$ cat src/design/tocu_pkg.sv
// Purpose: shared constants and types for the 16-bit timer output compare unit
// Assumes: one system clock, timer ticks arrive as a same-clock enable pulse
// Notes: mode codes follow the waveform mode select field encoding
package tocu_pkg;

  // ****************************************************************
  // widths and reset values
  // ****************************************************************
  localparam int TOCU_CNT_W = 16;
  localparam int TOCU_NUM_CH = 2;
  localparam logic [15:0] TOCU_CMP_RST = 16'h0000;
  localparam logic [7:0] TOCU_TEMP_RST = 8'h00;
  localparam logic [15:0] TOCU_CNT_MAX = 16'hFFFF;
  localparam logic [15:0] TOCU_CNT_BOTTOM = 16'h0000;

  // ****************************************************************
  // waveform mode codes
  // ****************************************************************
  localparam logic [3:0] TOCU_MODE_NORMAL = 4'h0;
  localparam logic [3:0] TOCU_MODE_CTC_CMP = 4'h4;
  localparam logic [3:0] TOCU_MODE_CTC_CAP = 4'hC;
  localparam logic [3:0] TOCU_MODE_RSVD = 4'hD;
  // phase-and-frequency correct codes update buffer at bottom, all other pwm codes at top
  localparam logic [3:0] TOCU_MODE_PFC_CAP = 4'h8;
  localparam logic [3:0] TOCU_MODE_PFC_CMP = 4'h9;

  // ****************************************************************
  // output action encodings
  // ****************************************************************
  localparam logic [1:0] TOCU_ACT_NONE = 2'h0;
  localparam logic [1:0] TOCU_ACT_TOGGLE = 2'h1;
  localparam logic [1:0] TOCU_ACT_CLEAR = 2'h2;
  localparam logic [1:0] TOCU_ACT_SET = 2'h3;

  // ****************************************************************
  // per-channel and shared unit state
  // ****************************************************************
  typedef struct packed {
    logic [15:0] cmp_buf;
    logic [15:0] cmp_act;
    logic match_pend;
    logic flag;
    logic out_bit;
  } tocu_ch_t;

  typedef struct packed {
    tocu_ch_t [1:0] ch;
    logic [7:0] temp;
    logic block_pend;
  } tocu_state_t;

  // cpu write strobes for one channel: compare value bytes, flag clear and force
  typedef struct packed {
    logic wr_high;
    logic wr_low;
    logic flag_clr;
    logic force_strobe;
  } tocu_cpu_wr_t;

endpackage : tocu_pkg

$ cat src/design/tocu_cmp_store.sv
// Purpose: 16-bit compare value store with double buffer and registered read
// Assumes: write strobes and update strobe are on the system clock
// Notes: read data always come from a flip-flop
module tocu_cmp_store
  import tocu_pkg::*;
(
  input wire logic clk_i,
  input wire logic rst_n_i,
  input wire logic ce_i,
  input wire logic wr_i,
  input wire logic [15:0] wdata_i,
  input wire logic buffered_i,
  input wire logic update_i,
  output logic [15:0] active_o,
  output logic [15:0] rdata_o
);

  logic [15:0] buf_ff;
  logic [15:0] act_ff;
  logic [15:0] rd_ff;

  // ****************************************************************
  // storage
  // ****************************************************************
  // only writes or the buffered transfer touch the value
  always_ff @(posedge clk_i or negedge rst_n_i)
  begin
    if (!rst_n_i)
    begin
      buf_ff <= TOCU_CMP_RST;
      act_ff <= TOCU_CMP_RST;
      rd_ff <= TOCU_CMP_RST;
    end
    else if (ce_i)
    begin
      if (wr_i)
        buf_ff <= wdata_i;
      if (wr_i && !buffered_i)
        act_ff <= wdata_i;
      else if (buffered_i && update_i)
        act_ff <= buf_ff;
      rd_ff <= buffered_i ? buf_ff : act_ff;
    end
  end

  assign active_o = act_ff;
  assign rdata_o = rd_ff;

endmodule // tocu_cmp_store

$ cat src/design/tocu_unit.sv
// Purpose: two output compare channels of a 16-bit timer
// Assumes: counter value, top and bottom strobes come from the counter block
// Notes: cpu byte writes arrive as one-cycle strobes, no register bus

module tocu_unit
  import tocu_pkg::*;
(
  input wire logic SYS_CLK_I,
  input wire logic RST_N_I,
  input wire logic CE_I,
  input wire logic TIMER_TICK_I,
  input wire logic [15:0] COUNT_VALUE_I,
  input wire logic COUNT_TOP_I,
  input wire logic COUNT_BOTTOM_I,
  input wire logic COUNT_WRITE_I,
  input wire logic [15:0] CAPTURE_VALUE_REG_I,
  input wire logic [3:0] WAVEFORM_MODE_SEL_I,
  input wire logic [7:0] CPU_WDATA_I,
  input wire tocu_cpu_wr_t [1:0] CPU_WR_I,
  input wire logic [1:0] COMPARE_IRQ_ENABLE_I,
  input wire logic [1:0] IRQ_ACK_I,
  input wire logic [3:0] OUTPUT_ACTION_SEL_I,
  input wire logic [1:0] PORT_OUT_I,
  input wire logic [1:0] COMPARE_PIN_DIRECTION_BIT_I,
  output logic [15:0] COMPARE_VALUE_A_O,
  output logic [15:0] COMPARE_VALUE_B_O,
  output logic [1:0] COMPARE_MATCH_FLAG_O,
  output logic [1:0] FORCE_COMPARE_STROBE_RD_O,
  output logic [1:0] IRQ_O,
  output logic [1:0] COMPARE_OUTPUT_BIT_O,
  output logic [1:0] PIN_OUT_O,
  output logic [1:0] PIN_OE_N_O,
  output logic [15:0] COUNT_TOP_VALUE_O,
  output logic COUNT_CLEAR_O
);

  // ****************************************************************
  // helper functions
  // ****************************************************************
  // pwm modes are all codes except normal and both ctc codes
  function automatic logic is_pwm(input logic [3:0] mode);
    is_pwm = !(mode == TOCU_MODE_NORMAL || mode == TOCU_MODE_CTC_CMP ||
               mode == TOCU_MODE_CTC_CAP);
  endfunction

  // next output bit for one action code at a match
  function automatic logic act_out(input logic [1:0] act, input logic cur,
                                   input logic pwm, input logic at_top);
    logic res;
    res = cur;
    unique case (act)
      TOCU_ACT_NONE: res = cur;
      TOCU_ACT_TOGGLE: res = pwm ? cur : ~cur;
      TOCU_ACT_CLEAR: res = (pwm && at_top) ? 1'b1 : 1'b0;
      TOCU_ACT_SET: res = (pwm && at_top) ? 1'b0 : 1'b1;
    endcase
    act_out = res;
  endfunction

  // ****************************************************************
  // state and compare stores
  // ****************************************************************
  tocu_state_t state_ff;
  tocu_state_t nxt_state;
  logic [1:0][15:0] cmp_active;
  logic [1:0][15:0] cmp_rdata;
  logic pwm_mode;
  logic buf_update;
  logic [15:0] wr_value;

  assign pwm_mode = is_pwm(WAVEFORM_MODE_SEL_I);
  // phase-and-frequency correct modes update at bottom, others at top
  assign buf_update = TIMER_TICK_I &&
    ((WAVEFORM_MODE_SEL_I == TOCU_MODE_PFC_CAP ||
      WAVEFORM_MODE_SEL_I == TOCU_MODE_PFC_CMP) ? COUNT_BOTTOM_I : COUNT_TOP_I);
  // both bytes land together from the holding byte and the low write
  assign wr_value = {state_ff.temp, CPU_WDATA_I};

  genvar gi;
  generate
    for (gi = 0; gi < TOCU_NUM_CH; gi++)
    begin : g_store
      tocu_cmp_store u_store (
        .clk_i(SYS_CLK_I),
        .rst_n_i(RST_N_I),
        .ce_i(CE_I),
        .wr_i(CPU_WR_I[gi].wr_low),
        .wdata_i(wr_value),
        .buffered_i(pwm_mode),
        .update_i(buf_update),
        .active_o(cmp_active[gi]),
        .rdata_o(cmp_rdata[gi])
      );
    end
  endgenerate

  // ****************************************************************
  // next-state logic
  // ****************************************************************
  always_comb
  begin
    logic eq;
    logic at_top;
    logic fire;
    logic [1:0] act;
    eq = 1'b0;
    at_top = 1'b0;
    fire = 1'b0;
    act = TOCU_ACT_NONE;
    nxt_state = state_ff;
    // holding byte shared by both channels
    for (int c = 0; c < TOCU_NUM_CH; c++)
      if (CPU_WR_I[c].wr_high)
        nxt_state.temp = CPU_WDATA_I;
    // a counter write blocks matches on the next tick, even if stopped
    if (COUNT_WRITE_I)
      nxt_state.block_pend = 1'b1;
    else if (TIMER_TICK_I)
      nxt_state.block_pend = 1'b0;
    for (int c = 0; c < TOCU_NUM_CH; c++)
    begin
      eq = (COUNT_VALUE_I == cmp_active[c]);
      at_top = COUNT_TOP_I;
      act = OUTPUT_ACTION_SEL_I[2*c +: 2];
      fire = 1'b0;
      if (TIMER_TICK_I)
      begin
        // match seen now is taken on the following tick
        fire = state_ff.ch[c].match_pend;
        nxt_state.ch[c].match_pend = eq && !state_ff.block_pend &&
                                     !COUNT_WRITE_I;
      end
      // service acknowledge or software write-one clears; a set wins
      if (IRQ_ACK_I[c] || CPU_WR_I[c].flag_clr)
        nxt_state.ch[c].flag = 1'b0;
      if (fire)
        nxt_state.ch[c].flag = 1'b1;
      // output bit follows the action; mode change alone never touches it
      if (fire)
        nxt_state.ch[c].out_bit = act_out(act, state_ff.ch[c].out_bit,
                                          pwm_mode, at_top);
      else if (CPU_WR_I[c].force_strobe && !pwm_mode)
        nxt_state.ch[c].out_bit = act_out(act, state_ff.ch[c].out_bit,
                                          1'b0, 1'b0);
    end
  end

  // ****************************************************************
  // state register
  // ****************************************************************
  always_ff @(posedge SYS_CLK_I or negedge RST_N_I)
  begin
    if (!RST_N_I)
      state_ff <= '0;
    else if (CE_I)
      state_ff <= nxt_state;
  end

  // ****************************************************************
  // outputs
  // ****************************************************************
  // counter top and clear requests; normal mode never clears
  always_comb
  begin
    COUNT_TOP_VALUE_O = TOCU_CNT_MAX;
    COUNT_CLEAR_O = 1'b0;
    if (WAVEFORM_MODE_SEL_I == TOCU_MODE_CTC_CMP)
    begin
      COUNT_TOP_VALUE_O = cmp_active[0];
      COUNT_CLEAR_O = (COUNT_VALUE_I == cmp_active[0]) && !state_ff.block_pend;
    end
    else if (WAVEFORM_MODE_SEL_I == TOCU_MODE_CTC_CAP)
    begin
      COUNT_TOP_VALUE_O = CAPTURE_VALUE_REG_I;
      COUNT_CLEAR_O = (COUNT_VALUE_I == CAPTURE_VALUE_REG_I) && !state_ff.block_pend;
    end
    else if (pwm_mode && WAVEFORM_MODE_SEL_I[0] && WAVEFORM_MODE_SEL_I[1])
      COUNT_TOP_VALUE_O = cmp_active[0];
  end

  assign COMPARE_VALUE_A_O = cmp_rdata[0];
  assign COMPARE_VALUE_B_O = cmp_rdata[1];
  assign FORCE_COMPARE_STROBE_RD_O = 2'b00;

  // pin mux: output bit overrides port data unless the action is none, direction untouched
  always_comb
  begin
    for (int c = 0; c < TOCU_NUM_CH; c++)
    begin
      COMPARE_MATCH_FLAG_O[c] = state_ff.ch[c].flag;
      IRQ_O[c] = state_ff.ch[c].flag && COMPARE_IRQ_ENABLE_I[c];
      COMPARE_OUTPUT_BIT_O[c] = state_ff.ch[c].out_bit;
      PIN_OUT_O[c] = (OUTPUT_ACTION_SEL_I[2*c +: 2] != TOCU_ACT_NONE) ?
                     state_ff.ch[c].out_bit : PORT_OUT_I[c];
      PIN_OE_N_O[c] = !COMPARE_PIN_DIRECTION_BIT_I[c];
    end
  end

endmodule // tocu_unit

$ cat config.mk
export PLATFORM = sky130hd
export DESIGN_NAME = tocu_unit
export DESIGN_NICKNAME = d
export VERILOG_FILES = /design/src/design/tocu_pkg.sv /design/src/design/tocu_cmp_store.sv /design/src/design/tocu_unit.sv
export SDC_FILE = /design/constraint.sdc
export NUM_CORES = 1
export LEC_CHECK = 0
export BUFFER_PORTS_ARGS = -buffer_cell sky130_fd_sc_hd__buf_2
export CAP_MARGIN = 5
export CORE_MARGIN = 4
export CORE_UTILIZATION = 54
export DETAILED_ROUTE_END_ITERATION = 8
export GPL_TIMING_DRIVEN = 0
export PLACE_DENSITY = 0.8
export SETUP_SLACK_MARGIN = 0.3
export SYNTH_ARGS = -nofsm -noshare
export SYNTH_HDL_FRONTEND = slang
export SYNTH_SLANG_ARGS = --single-unit
$ cat constraint.sdc
create_clock -name SYS_CLK_I -period 2.1 [get_ports SYS_CLK_I]
set_clock_uncertainty 0.1 [all_clocks]
set_input_delay 0.21 -clock SYS_CLK_I [delete_from_list [all_inputs] [get_ports SYS_CLK_I]]
set_output_delay 0.21 -clock SYS_CLK_I [all_outputs]
set_load 0.03 [all_outputs]
# --- Word-level counts from Yosys, hierarchy flattened ---
# Index checks and enable logic that the tools add are counted.
totals:
  reg_bits: 111
  inputBits: 71
  out_inout_bits: 61
  elab_cells: 119
classes:
  eq_ne: 15
  mux: 36
  bitwise_logic: 4
  n_reduce_logical: 50
op_table:
  columns: ["op", "count"]
  rows:
  - ["16-bit 2-to-1 mux", 9]
  - ["16-bit == test", 3]
  - ["1-bit 2-to-1 mux", 21]
  - ["2-bit nonzero test", 10]
  - ["2-bit AND reduction", 9]
  - ["1-bit logical AND", 16]
  - ["8-bit 2-to-1 mux", 2]
  - ["4-bit == test (second input constant)", 3]
  - ["1-bit one-hot mux with 3 select lines", 4]
  - ["2-bit == test (second input constant)", 4]
  - ["4-bit AND reduction", 2]
  - ["3-bit inequality test (second input constant)", 2]
  - ["1-bit zero test", 5]
  - ["1-bit logical OR", 5]
  - ["2-bit by 1-bit == test with 1-bit output (second input constant)", 2]
  - ["4-bit by 3-bit == test with 1-bit output (second input constant)", 1]
  - ["2-bit zero test", 2]
  - ["4-bit zero test", 1]
  - ["1-bit inverter", 4]

# --- Logic depth before layout (Yosys ltp) ---
logic_depth:
  depth_word: 9
  ltp_mapped: 7
  ltp_nobuf: 5

# --- Cells and area by module ---
# Synthesis repeated with hierarchy kept, for this count alone.
unflattened:
  hier_cells: 485
  area_unflattened_um2: 5995.8
by_module_without_submodules:
  columns: ["module", "instances", "cells_each", "area_each_um2", "seq_area_each_um2"]
  rows:
  - ["tocu_cmp_store", 2, 158, 2230.9, 1201.2]
  - ["tocu_unit", 1, 169, 1534.0, 375.4]

# --- Worst setup path before layout ---
# Ideal clock, no wire load.
synth_path:
  path_type: "register to output"
  start: "register g_store[0].u_store.act_ff[0]"
  end: "output port COUNT_CLEAR_O"
  arrival_time_ns: 2.083
  required_time_ns: 1.790
  path_slack_ns: -0.293
  stages_incl_launch_ff: 6
  path_buffers: 0
  path_cell_list: "dfrtp_1 xor2_1 nor4_1 nand3_1 or4_1 o31ai_1"
synth_via:
  elab_chain_cells: 3
synth_rtl:
  columns: ["item", "line_no", "text"]
  rows:
  - ["start, declared", "tocu_cmp_store.sv:19", "logic [15:0] act_ff;"]
  - ["start signal, assigned", "tocu_cmp_store.sv:39", "act_ff <= wdata_i;"]
  - ["start signal, assigned", "tocu_cmp_store.sv:41", "act_ff <= buf_ff;"]
  - ["16-bit == test", "tocu_unit.sv:170", "COUNT_CLEAR_O = (COUNT_VALUE_I == cmp_active[0]) && !state_ff.block_pend;"]
  - ["1-bit logical AND", "tocu_unit.sv:170", null]
  - ["1-bit 2-to-1 mux", "tocu_unit.sv:167", "if (WAVEFORM_MODE_SEL_I == TOCU_MODE_CTC_CMP)"]
  - ["end, declared", "tocu_unit.sv:34", "output logic COUNT_CLEAR_O"]
# Every way passes these cells.

# --- Worst setup path in the final report ---
layout_path:
  start: "register g_store[0].u_store.act_ff[10]"
  end: "output port COUNT_CLEAR_O"
# The elaborated chain is that of the path after synthesis.

==> summary.md <==
| Metric | Value |
|---|---|
| Outcome | `complete, but fails checks` |
| Failing checks | `negative setup slack` |
| IO buf count | `around 130` |
| Root buf cell | `clkbuf_8` |
| Clk slew on worst S/H paths | `100 ps` |
| Final Core Density | `0.6824` |
| Initial detailed-routing violation count | `375` |
| Largest family of logic cells by synthesized area | `multiplexers` |
| Final nets | `743` |
| Largest area contributor in the netlist | `dfrtp_1` |
| Compound-Gate Fraction of Synth Area | `0.09514` |
| Slack of the critical path | `-482.2 ps` |
| Initial Utilization | `0.5580` |
| Layout cells sized above 1 | `0.4417` |
| GPL Wtd Cong | `0.8739` |
| Layout Cells excl Fill | `813` |
| DRC | `0` |
| Initial antenna violation count | `0` |
| Via/cell ratio | `between 6 and 7` |
| Post-Synth Simple-Gate Area | `0.1070` |
| Max stage delay on crit path | `roughly 470 ps` |
| Setup TNS | `-522.9 ps` |
| EDFF count, synth | `0` |
| CP max stage cell | `or4_4` |
| Post-place setup slack | `-417.7 ps` |
| Max Fclk | `387.3 MHz` |
| # fillers | `~790` |
| Routed via count | `approximately 5000` |
| HPWL Detailed | `12420 um` |
| Hold Fails Final Rpt | `0` |
| RSZ-0062 raised after global routing | `yes` |
| CTS Buf Count | `9` |
| Top-area cell type share of the netlist area | `0.4800` |
| Synth Area in XOR/XNOR | `0.07568` |
| Die height | `111.5 um` |
| GRT Util Overall | `0.2816` |
| Count leader, synth | `dfrtp_1` |
| Critical path startpoint category | `flip-flop` |
| Leak | `3.165 nW` |
| Post-synth ARST share | `1.000` |
| Die width | `roughly 110 um` |
| Worst path top cell family by delay | `simple AND/OR/NAND/NOR gates` |
| Detailed Routing Iterations Pass 1 | `5` |
| Clk sinks | `111` |
| Synthesis-to-finish area growth | `22.29%` |
| Mapped cell area | `0.005787 mm2` |
| Post-synthesis register bit count | `about 110` |
| Crit path kind | `reg -> out` |
| Vias in the first global route | `5015` |
| Setup crit end kind | `output port` |
| Top cells by area, synth | `dfrtp_1 (48%), mux2_2 (19%), xor2_1 (6.1%)` |
| Mux cell area share after synthesis | `0.2115` |
| Syn Area/Cell | `11.28 um2` |
| Peak supply drop | `0.0005063 V` |
| Unique masters post-synth | `42` |
| Worst Tran Pin Value | `1114 ps` |
| CTS tree | `built` |
| Top post-synthesis cells by count | `dfrtp_1 (111), mux2_2 (97), nand2_1 (73)` |
| Sequential fraction of the synthesis area | `0.4800` |
| Placed cell count | `approximately 780` |
| IO Pins | `132` |
| Worst Hold Class | `in -> reg` |
| Adder-cell area share of the yosys netlist | `0` |
| Die area | `0.01244 mm2` |
| WP buf/inv | `1` |
| Largest net degree at the start of global routing | `68` |
| Ys flop type | `dfrtp_1` |
| Worst-Skew Late Latency | `a little under 400 ps` |
| Max-slew violations | `0` |
| Post-route ant nets | `0` |
| Antenna diode count | `0` |
| CTS Buffer Depth | `2` |
| Ys Warns | `0` |
| CP required | `about 1800 ps` |
| Cell Pwr Density | `930.3 mW/mm2` |
| WL/cell | `21.68 um` |
| Maxcap violations | `0` |
| Final Critical Period | `~2600 ps` |
| Tcrit/Tclk final | `1.230` |
| WL final | `17630 um` |
| First-pass GRT wire length | `about 27000 um` |
| Setup-failing EPs final | `2` |
| H-tree lvl count | `3` |
| FP Rows | `37` |
| Core area | `0.01037 mm2` |
| Slew HR | `0.2524` |
| Crit path arrival time | `2270 ps` |
| Critical Path Fanout Max | `2` |
| GRT Residual Overflow | `0` |
| Mapped Cells | `513` |
| Cells along the critical path | `xor2_1 -> nor4_1 -> nand3_1 -> or4_4 -> o31ai_4 -> buf_6` |
## flip-flops by register name, indices dropped and copies added (netlist names)
register / flops
g_store.u_store.rdata_o: 32
COMPARE_MATCH_FLAG_O: 2
g_store.u_store.buf_ff: 32
COMPARE_OUTPUT_BIT_O: 2
g_store.u_store.active_o: 32
state_ff: 11
## worst reg2reg max path: cells and delay by family, from the launching register on
kind / cells / cell delay [ps]
AND/OR/NAND/NOR: 3 / 860
AO/OA/AOI/OAI: 1 / 220
flip-flops: 1 / 430
XOR/XNOR: 1 / 180
buffers and inverters: 2 / 280
## what timing repair did
action | in CTS | in global routing
hold buffers | 2 | 0
buffers inserted | 8 | 7
gates resized for setup | 17 | 14
setup endpoints to repair | 18 | 45
cloned | 1 | 0
endpoints found under the hold margin | 45 | 0
pin swaps | 5 | 3
## cell usage in the layout (no fill, tap or decap), types with 3 or more instances in the layout
| cell type | instances |
|---|---|
| o22a_1 | 18 |
| nand2_1 | 72 |
| dfrtp_1 | 109 |
| mux2_4 | 8 |
| buf_8 | 3 |
| mux2_2 | 97 |
| buf_4 | 24 |
| nor2_1 | 36 |
| xnor2_1 | 10 |
| nand3_1 | 3 |
| and2_1 | 3 |
| buf_2 | 124 |
| clkbuf_8 | 11 |
| a32o_1 | 4 |
| a31oi_1 | 32 |
| clkbuf_1 | 15 |
| nand4_1 | 4 |
| nor4_1 | 8 |
| a21oi_1 | 4 |
| buf_6 | 5 |
| xor2_1 | 40 |
## final timing paths
check / start / end / slack (ps) / cells after the start
max: g_store[0].u_store.active_o[10]$_DFFE_PN0P_ / COUNT_CLEAR_O / -480 / 6
min: CPU_WDATA_I[0] / g_store[1].u_store.buf_ff[0]$_DFFE_PN0P_ / 30 / 2
max reg2reg: g_store[0].u_store.active_o[10]$_DFFE_PN0P_ / state_ff[11]$_DFFE_PN0P_ / -40 / 7
min reg2reg: COMPARE_MATCH_FLAG_O[1]$_DFFE_PN0P_ / COMPARE_MATCH_FLAG_O[1]$_DFFE_PN0P_ / 430 / 1
max in group asynchronous: RST_N_I / g_store[0].u_store.active_o[7]$_DFFE_PN0P_ / 850 / 3
min in group asynchronous: RST_N_I / g_store[1].u_store.active_o[3]$_DFFE_PN0P_ / 280 / 2
## stage by stage
stage	area (um2)	hold WS [ps]	total power, mW
after detailed placement	6645	167.2	5.168
after CTS	6982	31.57	6.530
after floorplan	5804	-185.6	4.436
final	7077	34.33	6.583
after global routing	7077	45.28	6.876
after global placement	6615	376.1	5.075
## layout make-up
cell class	count	area (um2)	area share
Multi-Input combinational cell	371	2905	0.4105
Tap cell	136	170.2	0.02405
Inverter	2	7.507	0.001061
Clock inverter	5	40.04	0.005658
Timing Repair Buffer	147	829.5	0.1172
Sequential cell	111	2780	0.3929
Clock buffer	11	151.4	0.02139
Buffer	30	192.7	0.02723
## metal layers
layer	vias to the layer above	wire [um]	GRT usage	share of wire
li1	2143	-	-	-
met1	2470	7074	0.3774	0.40
met2	272	8398	0.4556	0.48
met3	50	1588	0.05652	0.090
met4	0	564	0.1062	0.032
met5	-	0	0	0
## kinds of logic after synthesis
group | count (synthesis)
simple gates | 141
buf+inv | 32
mux | 106
xor+xnor | 50
other cells | 1
compound gates | 72
flops | 111
## power by group
group          internal (mW)  total, mW  switching (mW)
Clock                  0.509       1.28           0.773
Combinational          0.992       2.16            1.17
Sequential              2.63       3.14           0.509
(Power assumes the default switching activity.)
